**src/hdl/io_pd_pkg.sv**
```systemverilog
// Constants and types shared by the process data mapper
// Functional notes
// - One 16-bit status word of input states, one 16-bit control word of outputs.
// - Channel A input state appears in status word and in its port sub-slot byte.
// - Control word drives the channel B digital outputs.
// - By default channel A output follows bit 0 of sub-slot output byte 1.
// - With source select set, channel A takes the control word; one source only.
// - High byte of each word travels first, at the lower address.
// - Layout 1: high byte ports 8..5 B/A interleaved, low byte ports 4..1.
// - Layout 2: same interleaving, high byte ports 4..1, low byte ports 8..5.
// - Layout 3: high byte channel B ports 8..1, low byte channel A.
// - Layout 4: high byte channel A ports 8..1, low byte channel B.
// - Layout 5: each bit position follows a user-configured port channel.
// - Diagnostics of port n, both pins, report on diagnostic channel n.
// - Sub-slot lengths configurable: 1..33 input bytes, 1..32 output bytes.
// - Qualifier byte is appended as the last byte of port input data.
// - Digital input port: one byte, state in bit 0, copied to status word.
// - Selected layout never changes sub-slot process data.
// - Qualifier bits 0 and 1 read 0; bits 2 and 3 unsupported.
// - Qualifier bit 4 set while port active, cleared after port deactivation.
// - Qualifier bit 5 set when device in preoperate or operate state.
// - Qualifier bit 6 set while an error or warning is assigned.
// - Qualifier bit 7 set when device input data are valid.
// - Status/control is sub-slot 1, always present; ports are sub-slots 2..9.
package io_pd_pkg;
	localparam int PORT_COUNT = 8;
	localparam int DEV_BYTES_MAX = 32;
	localparam logic [5:0] LEN_MIN = 6'h01;
	localparam logic [5:0] IN_LEN_MAX = 6'h21;
	localparam logic [5:0] OUT_LEN_MAX = 6'h20;
	localparam logic [5:0] FIRST_BYTE = 6'h00;
	localparam logic [3:0] SUBSLOT_STATUS = 4'h1;
	localparam logic [3:0] SUBSLOT_FIRST_PORT = 4'h2;
	localparam int DIO_BIT_POS = 0;
	localparam logic [7:0] BYTE_RESET = 8'h00;
	localparam logic [7:0] PORT_BITS_RESET = 8'h00;
	localparam logic OPERATING_RESET = 1'b1;

	typedef enum logic [2:0] {
		LAYOUT_1 = 3'b001,
		LAYOUT_2 = 3'b010,
		LAYOUT_3 = 3'b011,
		LAYOUT_4 = 3'b100,
		LAYOUT_5 = 3'b101
	} layout_type;

	// Big-endian word: hi is the first byte on the fieldbus
	typedef struct packed {
		logic [7:0] hi;
		logic [7:0] lo;
	} word_type;

	typedef struct packed {
		logic data_valid;
		logic error;
		logic communicating;
		logic operating;
		logic substitute;
		logic new_param;
		logic [1:0] reserved;
	} qualifier_type;

	localparam word_type WORD_RESET = '{hi: 8'h00, lo: 8'h00};
	localparam qualifier_type QUALIFIER_RESET = 8'h00;
endpackage

```
**src/hdl/io_process_data_mapper.sv**
```systemverilog
// Cyclic process data mapper between eight IO ports and the fieldbus image
`timescale 1ns/1ps
`default_nettype none
module io_process_data_mapper (
	input wire logic clk,
	input wire logic rst,
	input wire logic [7:0] di_a_pin,
	input wire logic [7:0] di_b_pin,
	input wire io_pd_pkg::layout_type layout_select,
	input wire logic channel_a_output_source_select,
	input wire logic [63:0] user_map,
	input wire io_pd_pkg::word_type ctrl_word,
	input wire logic ctrl_valid,
	input wire logic so_wr_en,
	input wire logic [2:0] so_wr_port,
	input wire logic [5:0] so_wr_index,
	input wire logic [7:0] so_wr_data,
	input wire logic [47:0] out_len_cfg,
	input wire logic dev_wr_en,
	input wire logic [2:0] dev_wr_port,
	input wire logic [4:0] dev_wr_index,
	input wire logic [7:0] dev_wr_data,
	input wire logic [47:0] in_len_cfg,
	input wire logic [7:0] port_is_di,
	input wire logic [7:0] port_suspend,
	input wire logic [7:0] port_resume,
	input wire logic [7:0] device_communicating_flag,
	input wire logic [7:0] port_error_flag,
	input wire logic [7:0] process_data_valid_flag,
	input wire logic [7:0] diag_a,
	input wire logic [7:0] diag_b,
	input wire logic rd_en,
	input wire logic [2:0] rd_port,
	input wire logic [5:0] rd_index,
	output io_pd_pkg::word_type status_word_ff,
	output logic [7:0] do_a_ff,
	output logic [7:0] do_b_ff,
	output logic [7:0] diag_channel_ff,
	output io_pd_pkg::qualifier_type [7:0] qualifier_ff,
	output logic [7:0] rd_data_ff,
	output logic rd_valid_ff,
	output logic [3:0] rd_subslot_ff
);
	import io_pd_pkg::*;

	logic [7:0] a_s1_ff, a_s2_ff, a_s3_ff, di_a_ff;
	logic [7:0] b_s1_ff, b_s2_ff, b_s3_ff, di_b_ff;
	word_type ctrl_ff;
	logic ctrl_seen_ff;
	logic [7:0] so_bit0_ff;
	logic [7:0] operating_ff;
	logic [7:0] in_mem [0:255];
	logic [3:0] src [0:15];
	word_type nxt_status;
	logic [7:0] nxt_ctrl_a, nxt_ctrl_b;
	logic [5:0] rd_len;
	logic rd_is_pqi;
	logic [7:0] nxt_rd_data;

	// Position to port/channel: {port[2:0], channel}, channel 1 is B
	function automatic logic [3:0] src_of(input layout_type l, input logic [3:0] p, input logic [63:0] m);
		case (l)
			LAYOUT_1: src_of = p;
			LAYOUT_2: src_of = p ^ 4'h8;
			LAYOUT_3: src_of = {p[2:0], p[3]};
			LAYOUT_4: src_of = {p[2:0], ~p[3]};
			LAYOUT_5: src_of = m[{p, 2'b00} +: 4];
			default: src_of = p;
		endcase
	endfunction

	// Out-of-range lengths are clamped rather than refused, so the port keeps a usable image
	function automatic logic [5:0] clamp_len(input logic [5:0] v, input logic [5:0] hi);
		if (v < LEN_MIN) begin
			clamp_len = LEN_MIN;
		end else if (v > hi) begin
			clamp_len = hi;
		end else begin
			clamp_len = v;
		end
	endfunction

	// Pin synchronisers: a change counts once stages two and three agree
	always_ff @(posedge clk) begin
		if (rst) begin
			a_s1_ff <= PORT_BITS_RESET;
			a_s2_ff <= PORT_BITS_RESET;
			a_s3_ff <= PORT_BITS_RESET;
			b_s1_ff <= PORT_BITS_RESET;
			b_s2_ff <= PORT_BITS_RESET;
			b_s3_ff <= PORT_BITS_RESET;
		end else begin
			a_s1_ff <= di_a_pin;
			a_s2_ff <= a_s1_ff;
			a_s3_ff <= a_s2_ff;
			b_s1_ff <= di_b_pin;
			b_s2_ff <= b_s1_ff;
			b_s3_ff <= b_s2_ff;
		end
	end

	generate
		for (genvar i = 0; i < PORT_COUNT; i++) begin : g_filt
			// Filtered input level per port and channel
			always_ff @(posedge clk) begin
				if (rst) begin
					di_a_ff[i] <= 1'b0;
					di_b_ff[i] <= 1'b0;
				end else begin
					if (a_s2_ff[i] == a_s3_ff[i]) begin
						di_a_ff[i] <= a_s3_ff[i];
					end
					if (b_s2_ff[i] == b_s3_ff[i]) begin
						di_b_ff[i] <= b_s3_ff[i];
					end
				end
			end
		end
	endgenerate

	// Control word capture; the seen flag opens the outputs
	always_ff @(posedge clk) begin
		if (rst) begin
			ctrl_ff <= WORD_RESET;
			ctrl_seen_ff <= 1'b0;
		end else if (ctrl_valid) begin
			ctrl_ff <= ctrl_word;
			ctrl_seen_ff <= 1'b1;
		end
	end

	// Sub-slot output byte 1 only matters for channel A; writes past the length are dropped
	always_ff @(posedge clk) begin
		if (rst) begin
			so_bit0_ff <= PORT_BITS_RESET;
		end else if (so_wr_en && so_wr_index < clamp_len(out_len_cfg[so_wr_port*6 +: 6], OUT_LEN_MAX)) begin
			if (so_wr_index == FIRST_BYTE) begin
				so_bit0_ff[so_wr_port] <= so_wr_data[DIO_BIT_POS];
			end
		end
	end

	// Port activation: resume wins over a suspend in the same cycle
	always_ff @(posedge clk) begin
		if (rst) begin
			operating_ff <= {PORT_COUNT{OPERATING_RESET}};
		end else begin
			operating_ff <= (operating_ff & ~port_suspend) | port_resume;
		end
	end

	// Device input bytes; the array covers 32 bytes for each of eight ports
	always_ff @(posedge clk) begin
		if (dev_wr_en) begin
			in_mem[{dev_wr_port, dev_wr_index}] <= dev_wr_data;
		end
	end

	// Map each bit position to its source and back
	always_comb begin
		nxt_status = WORD_RESET;
		nxt_ctrl_a = PORT_BITS_RESET;
		nxt_ctrl_b = PORT_BITS_RESET;
		for (int p = 0; p < 16; p++) begin
			src[p] = src_of(layout_select, p[3:0], user_map);
			nxt_status[p] = src[p][0] ? di_b_ff[src[p][3:1]] : di_a_ff[src[p][3:1]];
			if (src[p][0]) begin
				nxt_ctrl_b[src[p][3:1]] = nxt_ctrl_b[src[p][3:1]] | ctrl_ff[p];
			end else begin
				nxt_ctrl_a[src[p][3:1]] = nxt_ctrl_a[src[p][3:1]] | ctrl_ff[p];
			end
		end
	end

	// Status word and outputs, held at zero until the first control data
	always_ff @(posedge clk) begin
		if (rst || !ctrl_seen_ff) begin
			status_word_ff <= WORD_RESET;
			do_a_ff <= PORT_BITS_RESET;
			do_b_ff <= PORT_BITS_RESET;
		end else begin
			status_word_ff <= nxt_status;
			do_b_ff <= nxt_ctrl_b;
			do_a_ff <= channel_a_output_source_select ? nxt_ctrl_a : so_bit0_ff;
		end
	end

	// Port n diagnostics, either pin, land on channel n (bit n-1)
	always_ff @(posedge clk) begin
		if (rst) begin
			diag_channel_ff <= PORT_BITS_RESET;
		end else begin
			diag_channel_ff <= diag_a | diag_b;
		end
	end

	generate
		for (genvar i = 0; i < PORT_COUNT; i++) begin : g_pq
			// Qualifier byte per port; unsupported bits are driven low
			always_ff @(posedge clk) begin
				if (rst || !ctrl_seen_ff) begin
					qualifier_ff[i] <= QUALIFIER_RESET;
				end else begin
					qualifier_ff[i].reserved <= 2'b00;
					qualifier_ff[i].new_param <= 1'b0;
					qualifier_ff[i].substitute <= 1'b0;
					qualifier_ff[i].operating <= operating_ff[i];
					qualifier_ff[i].communicating <= device_communicating_flag[i];
					qualifier_ff[i].error <= port_error_flag[i] | diag_a[i] | diag_b[i];
					qualifier_ff[i].data_valid <= process_data_valid_flag[i];
				end
			end
		end
	endgenerate

	// Sub-slot input read; the layout plays no part here
	always_comb begin
		rd_len = clamp_len(in_len_cfg[rd_port*6 +: 6], IN_LEN_MAX);
		rd_is_pqi = !port_is_di[rd_port] && (rd_index == rd_len - 6'h01);
		nxt_rd_data = BYTE_RESET;
		if (port_is_di[rd_port]) begin
			if (rd_index == FIRST_BYTE && ctrl_seen_ff) begin
				nxt_rd_data[DIO_BIT_POS] = di_a_ff[rd_port];
			end
		end else if (rd_is_pqi) begin
			nxt_rd_data = qualifier_ff[rd_port];
		end else if (rd_index < rd_len - 6'h01) begin
			nxt_rd_data = in_mem[{rd_port, rd_index[4:0]}];
		end
	end

	// One-cycle read answer, tagged with the sub-slot number 2..9
	always_ff @(posedge clk) begin
		if (rst) begin
			rd_data_ff <= BYTE_RESET;
			rd_valid_ff <= 1'b0;
			rd_subslot_ff <= SUBSLOT_STATUS;
		end else begin
			rd_valid_ff <= rd_en;
			if (rd_en) begin
				rd_data_ff <= nxt_rd_data;
				rd_subslot_ff <= SUBSLOT_FIRST_PORT + {1'b0, rd_port};
			end
		end
	end
endmodule
`default_nettype wire

```
**config.mk**
```make
export PLATFORM = sky130hd
export DESIGN_NAME = io_process_data_mapper
export DESIGN_NICKNAME = d
export VERILOG_FILES = /design/src/hdl/io_pd_pkg.sv /design/src/hdl/io_process_data_mapper.sv
export SDC_FILE = /design/constraint.sdc
export NUM_CORES = 2
export LEC_CHECK = 0
export BUFFER_PORTS_ARGS = -buffer_cell sky130_fd_sc_hd__buf_4
export CAP_MARGIN = 20
export CORE_ASPECT_RATIO = 0.8
export CORE_MARGIN = 10
export CORE_UTILIZATION = 40
export DETAILED_ROUTE_END_ITERATION = 7
export HOLD_SLACK_MARGIN = 0.12
export PLACE_DENSITY = 0.6
export SYNTH_ARGS = -nofsm -noshare
export SYNTH_HDL_FRONTEND = slang
export SYNTH_SLANG_ARGS = --single-unit
export TNS_END_PERCENT = 5
```
**constraint.sdc**
```tcl
create_clock -name clk -period 8.8 [get_ports clk]
set_input_delay 0.88 -clock clk [delete_from_list [all_inputs] [get_ports clk]]
set_output_delay 0.88 -clock clk [all_outputs]
set_load 0.02 [all_outputs]
```
==> results.py <==
metrics = {
    "outcome": {
        "status": "complete, no violations",
    },
    "clock_network": {
        "clkTransAtPathRegs_ps": 60,
        "cts.path.max_buffers": 4,
        "cts_tree": "done",
        "worstSkewPairLatency_ps": 920,
        "cts_hold_buf": 0,
        "h-tree-depth": 4,
        "clock-sinks": 2230,
        "cts-root-buf": "clkbuf_16",
        "numCtsBuffers": 218,
    },
    "global_routing": {
        "grt.total_usage_pct": 24.2,
        "grt_pass1_wl_um": 478000,
        "grt-ovfl-total": 0,
        "grt_max_degree": 161,
        "grt_pass1_vias": 65184,
        "antenna_found_initial": 28,
    },
    "worst_setup_path": {
        "cpMostUsedCell": "buf_4",
        "crit_type": "primary input to flop",
        "slowest_stage": "o41ai_2",
        "worstPathArrival_ps": 9470,
        "critical-path-max-stage-delay_ps": 460,
        "crit_fanout": 12,
        "crit_path_end_kind": "flop",
        "ff2ff_path_depth": 42,
        "cp.required_ps": 9590,
        "cp-start-kind": "primary input",
        "r2r_slack_ps": 160,
    },
    "power_and_ir_drop": {
        "powerDensity_nw_per_um2": 198,
        "switching_share_pct": 24.1,
        "pwr-share-clk_pct": 39.2,
        "report.power.total_mw": 23.4,
        "ir_worst_vdd_mv": 0.182,
        "p_int_mw": 17.8,
        "p_comb_share_pct": 11.1,
        "power_switching_mw": 5.66,
        "p_seq_share_pct": 49.7,
        "power.leakage_nw": 39.7,
    },
    "sta": {
        "min_period_over_period_pct": 98.6,
        "worst_pin_slew_ps": 1220,
        "layout_min_cycle_time_ps": 8680,
        "finalSetupViolCount": 0,
        "skew_ps": 96.0,
        "whs_ps": 188,
        "relSlewSlack_pct": 18.5,
        "max_freq_ghz": 0.115,
        "final_max_slew_viol_count": 0,
        "rsz0062_at_grt": "true",
        "hold_viol": 0,
    },
    "logic_synthesis": {
        "yosys_warnings": 0,
        "ys_ff_latch": 2230,
        "yosysUniqueCellTypes": 115,
        "syn_inst": 6759,
        "mappedNetlistArea_um2": 98600,
        "synth_top_cell_by_area": "edfxtp_1",
        "synth_top_area_share_pct": 62.4,
        "yosysSeqAreaShare_pct": 66.1,
        "synth-main-ff-cell": "edfxtp_1",
        "synth_top_cells_by_area": "edfxtp_1, mux4_2, dfxtp_1",
        "synth_enable_flop_cells": 2048,
        "avgSynthCellArea_um2": 14.6,
        "async_flop_share_pct": 0,
    },
    "finish": {
        "drive_gt1_share_pct": 28.2,
        "utilization_pct": 48.4,
        "syn2layout_area_growth_pct": 20.0,
        "final_nets": 7991,
    },
    "detailed_routing": {
        "postRouteWirelength_um": 339000,
        "num_vias": 67509,
        "dr.pass1.iters": 8,
        "post-route-drc-count": 0,
        "via_per_inst": 6.06,
        "wl_per_cell_um": 30.4,
        "drt_iter0_markers": 8588,
        "detail-route-antenna-nets": 0,
    },
    "floorplan": {
        "die_area_um2": 267000,
        "rows": 162,
        "initial_core_util_pct": 40.3,
        "chipWidth_um": 575,
        "ios": 425,
        "fp.dieH_um": 464,
        "coreArea_um2": 244000,
    },
    "hold_path": {
        "hold_class": "primary input to flop",
        "min_path_cells": 2,
    },
    "place": {
        "hpwl_um": 225000,
        "place.gp.congestion": 0.993,
        "port_buffers": 385,
    },
    "flow_run": {
        "drv_cap": 0,
    },
}
[through the flow]
step	setup TNS (ps)	instance area, um^2	cells	setup slack [ps]
final	0	118000	11138	125
after global routing	-887	118000	11132	-115
after CTS	0	116000	11073	4.88
after detailed placement	-19700	109000	10682	-1310
after global placement	-19320	109000	10681	-1360
after floorplan	0	98700	6790	144
[worst max-delay path, delay by kind of cell]
kind | cells | cell delay (ps)
AND/OR/NAND/NOR | 9 | 1670
buffers and inverters | 14 | 2130
AO/OA/AOI/OAI | 22 | 4750
[synth_stat cells, types with 51 or more instances]
library cell	n
edfxtp_1	2048
nor2_1	689
nand2_1	506
mux4_2	430
clkbuf_1	360
a21oi_1	309
mux2i_1	303
o21ai_0	290
dfxtp_1	182
nand3_1	170
a221oi_1	102
nor3_1	94
mux2_2	87
a22oi_1	83
nor2b_1	81
a31oi_1	77
buf_1	66
a211oi_1	60
and2_1	51
[flip-flops by register name (all words and copies together) (netlist names)]
name and cells:
a_s1_ff 8, a_s2_ff 8, a_s3_ff 8, b_s1_ff 8, b_s2_ff 8, b_s3_ff 8
ctrl_ff 16, ctrl_seen_ff 1, di_a_ff 8, di_b_ff 8, diag_channel_ff 8, do_a_ff 8
do_b_ff 8, in_mem 2048, operating_ff 8, qualifier_ff 32, rd_data_ff 8, rd_subslot_ff 4
rd_valid_ff 1, so_bit0_ff 8, status_word_ff 16
[power by group through the flow]
stage | Combinational, mW | Clock, mW | Sequential, mW
final | 2.61 | 9.19 | 11.6
after global routing | 2.74 | 9.73 | 11.6
after CTS | 2.42 | 9.31 | 11.6
after detailed placement | 2.39 | 0 | 11.9
after global placement | 2.38 | 0 | 11.9
after floorplan | 1.16 | 0 | 11.9
[cells by family after synthesis]
group / synth area share [%]
flops: 66.1
simple gates: 8.24
compound gates: 9.41
mux: 13.9
buf+inv: 2.12
fa+ha+maj: 0.165
xor+xnor: 0.0799
other cells: 0.00380
[metal layers]
layer | global-route usage (%) | vias to the layer above | routed length (um)
li1 | - | 28632 | -
met1 | 35.9 | 34671 | 145000
met2 | 35.2 | 3637 | 148000
met3 | 5.29 | 561 | 33900
met4 | 7.94 | 8 | 12000
met5 | 0 | - | 52
[layout by cell type, fill, tap and decap left out, types with 37 or more instances in the layout]
cell       Yosys  final
a31oi_1       77     62
nor2b_1       81     75
mux4_2       430    430
nand2_1      506    504
a22oi_1       83     81
dfxtp_1      182    180
nor2_1       689    675
and2_1        51     48
mux2i_1      303    303
nor3_1        94     87
clkinv_1       2     56
a21oi_1      309    287
o211ai_1      37     37
a221oi_1     102     92
mux2_2        87     87
buf_4         36   1078
clkbuf_1     360     43
nand4_1       41     41
nand3_1      170    168
a211oi_1      60     44
o21ai_0      290    269
edfxtp_1    2048   2048
clkbuf_16      0    220
[worst paths after layout]
check                                                start                to
worst min-delay path            process_data_valid_flag[4]  qualifier_ff[39]
worst max register to register                  ctrl_ff[0]        do_b_ff[4]
worst max-delay path                      layout_select[2]        do_b_ff[4]
worst min register to register             operating_ff[5]  qualifier_ff[44]
[timing repair]
item | CTS | global route
setup endpoints to repair | 16 | 16
buffers inserted | 1 | 40
gates resized for setup | 46 | 287
cloned | 1 | 1
pin swaps | 3 | 147
[area by class of cell]
class | instances | area, um^2
Multi-Input combinational cell | 4050 | 33200
Timing Repair Buffer | 1134 | 8880
Inverter | 36 | 138
Sequential cell | 2230 | 65100
Clock inverter | 124 | 1180
Antenna cell | 19 | 47.5
Fill cell | 21093 | 126000
Clock buffer | 265 | 5690
Tap cell | 3280 | 4100
Note: power is estimated with default switching activity, not from simulation.
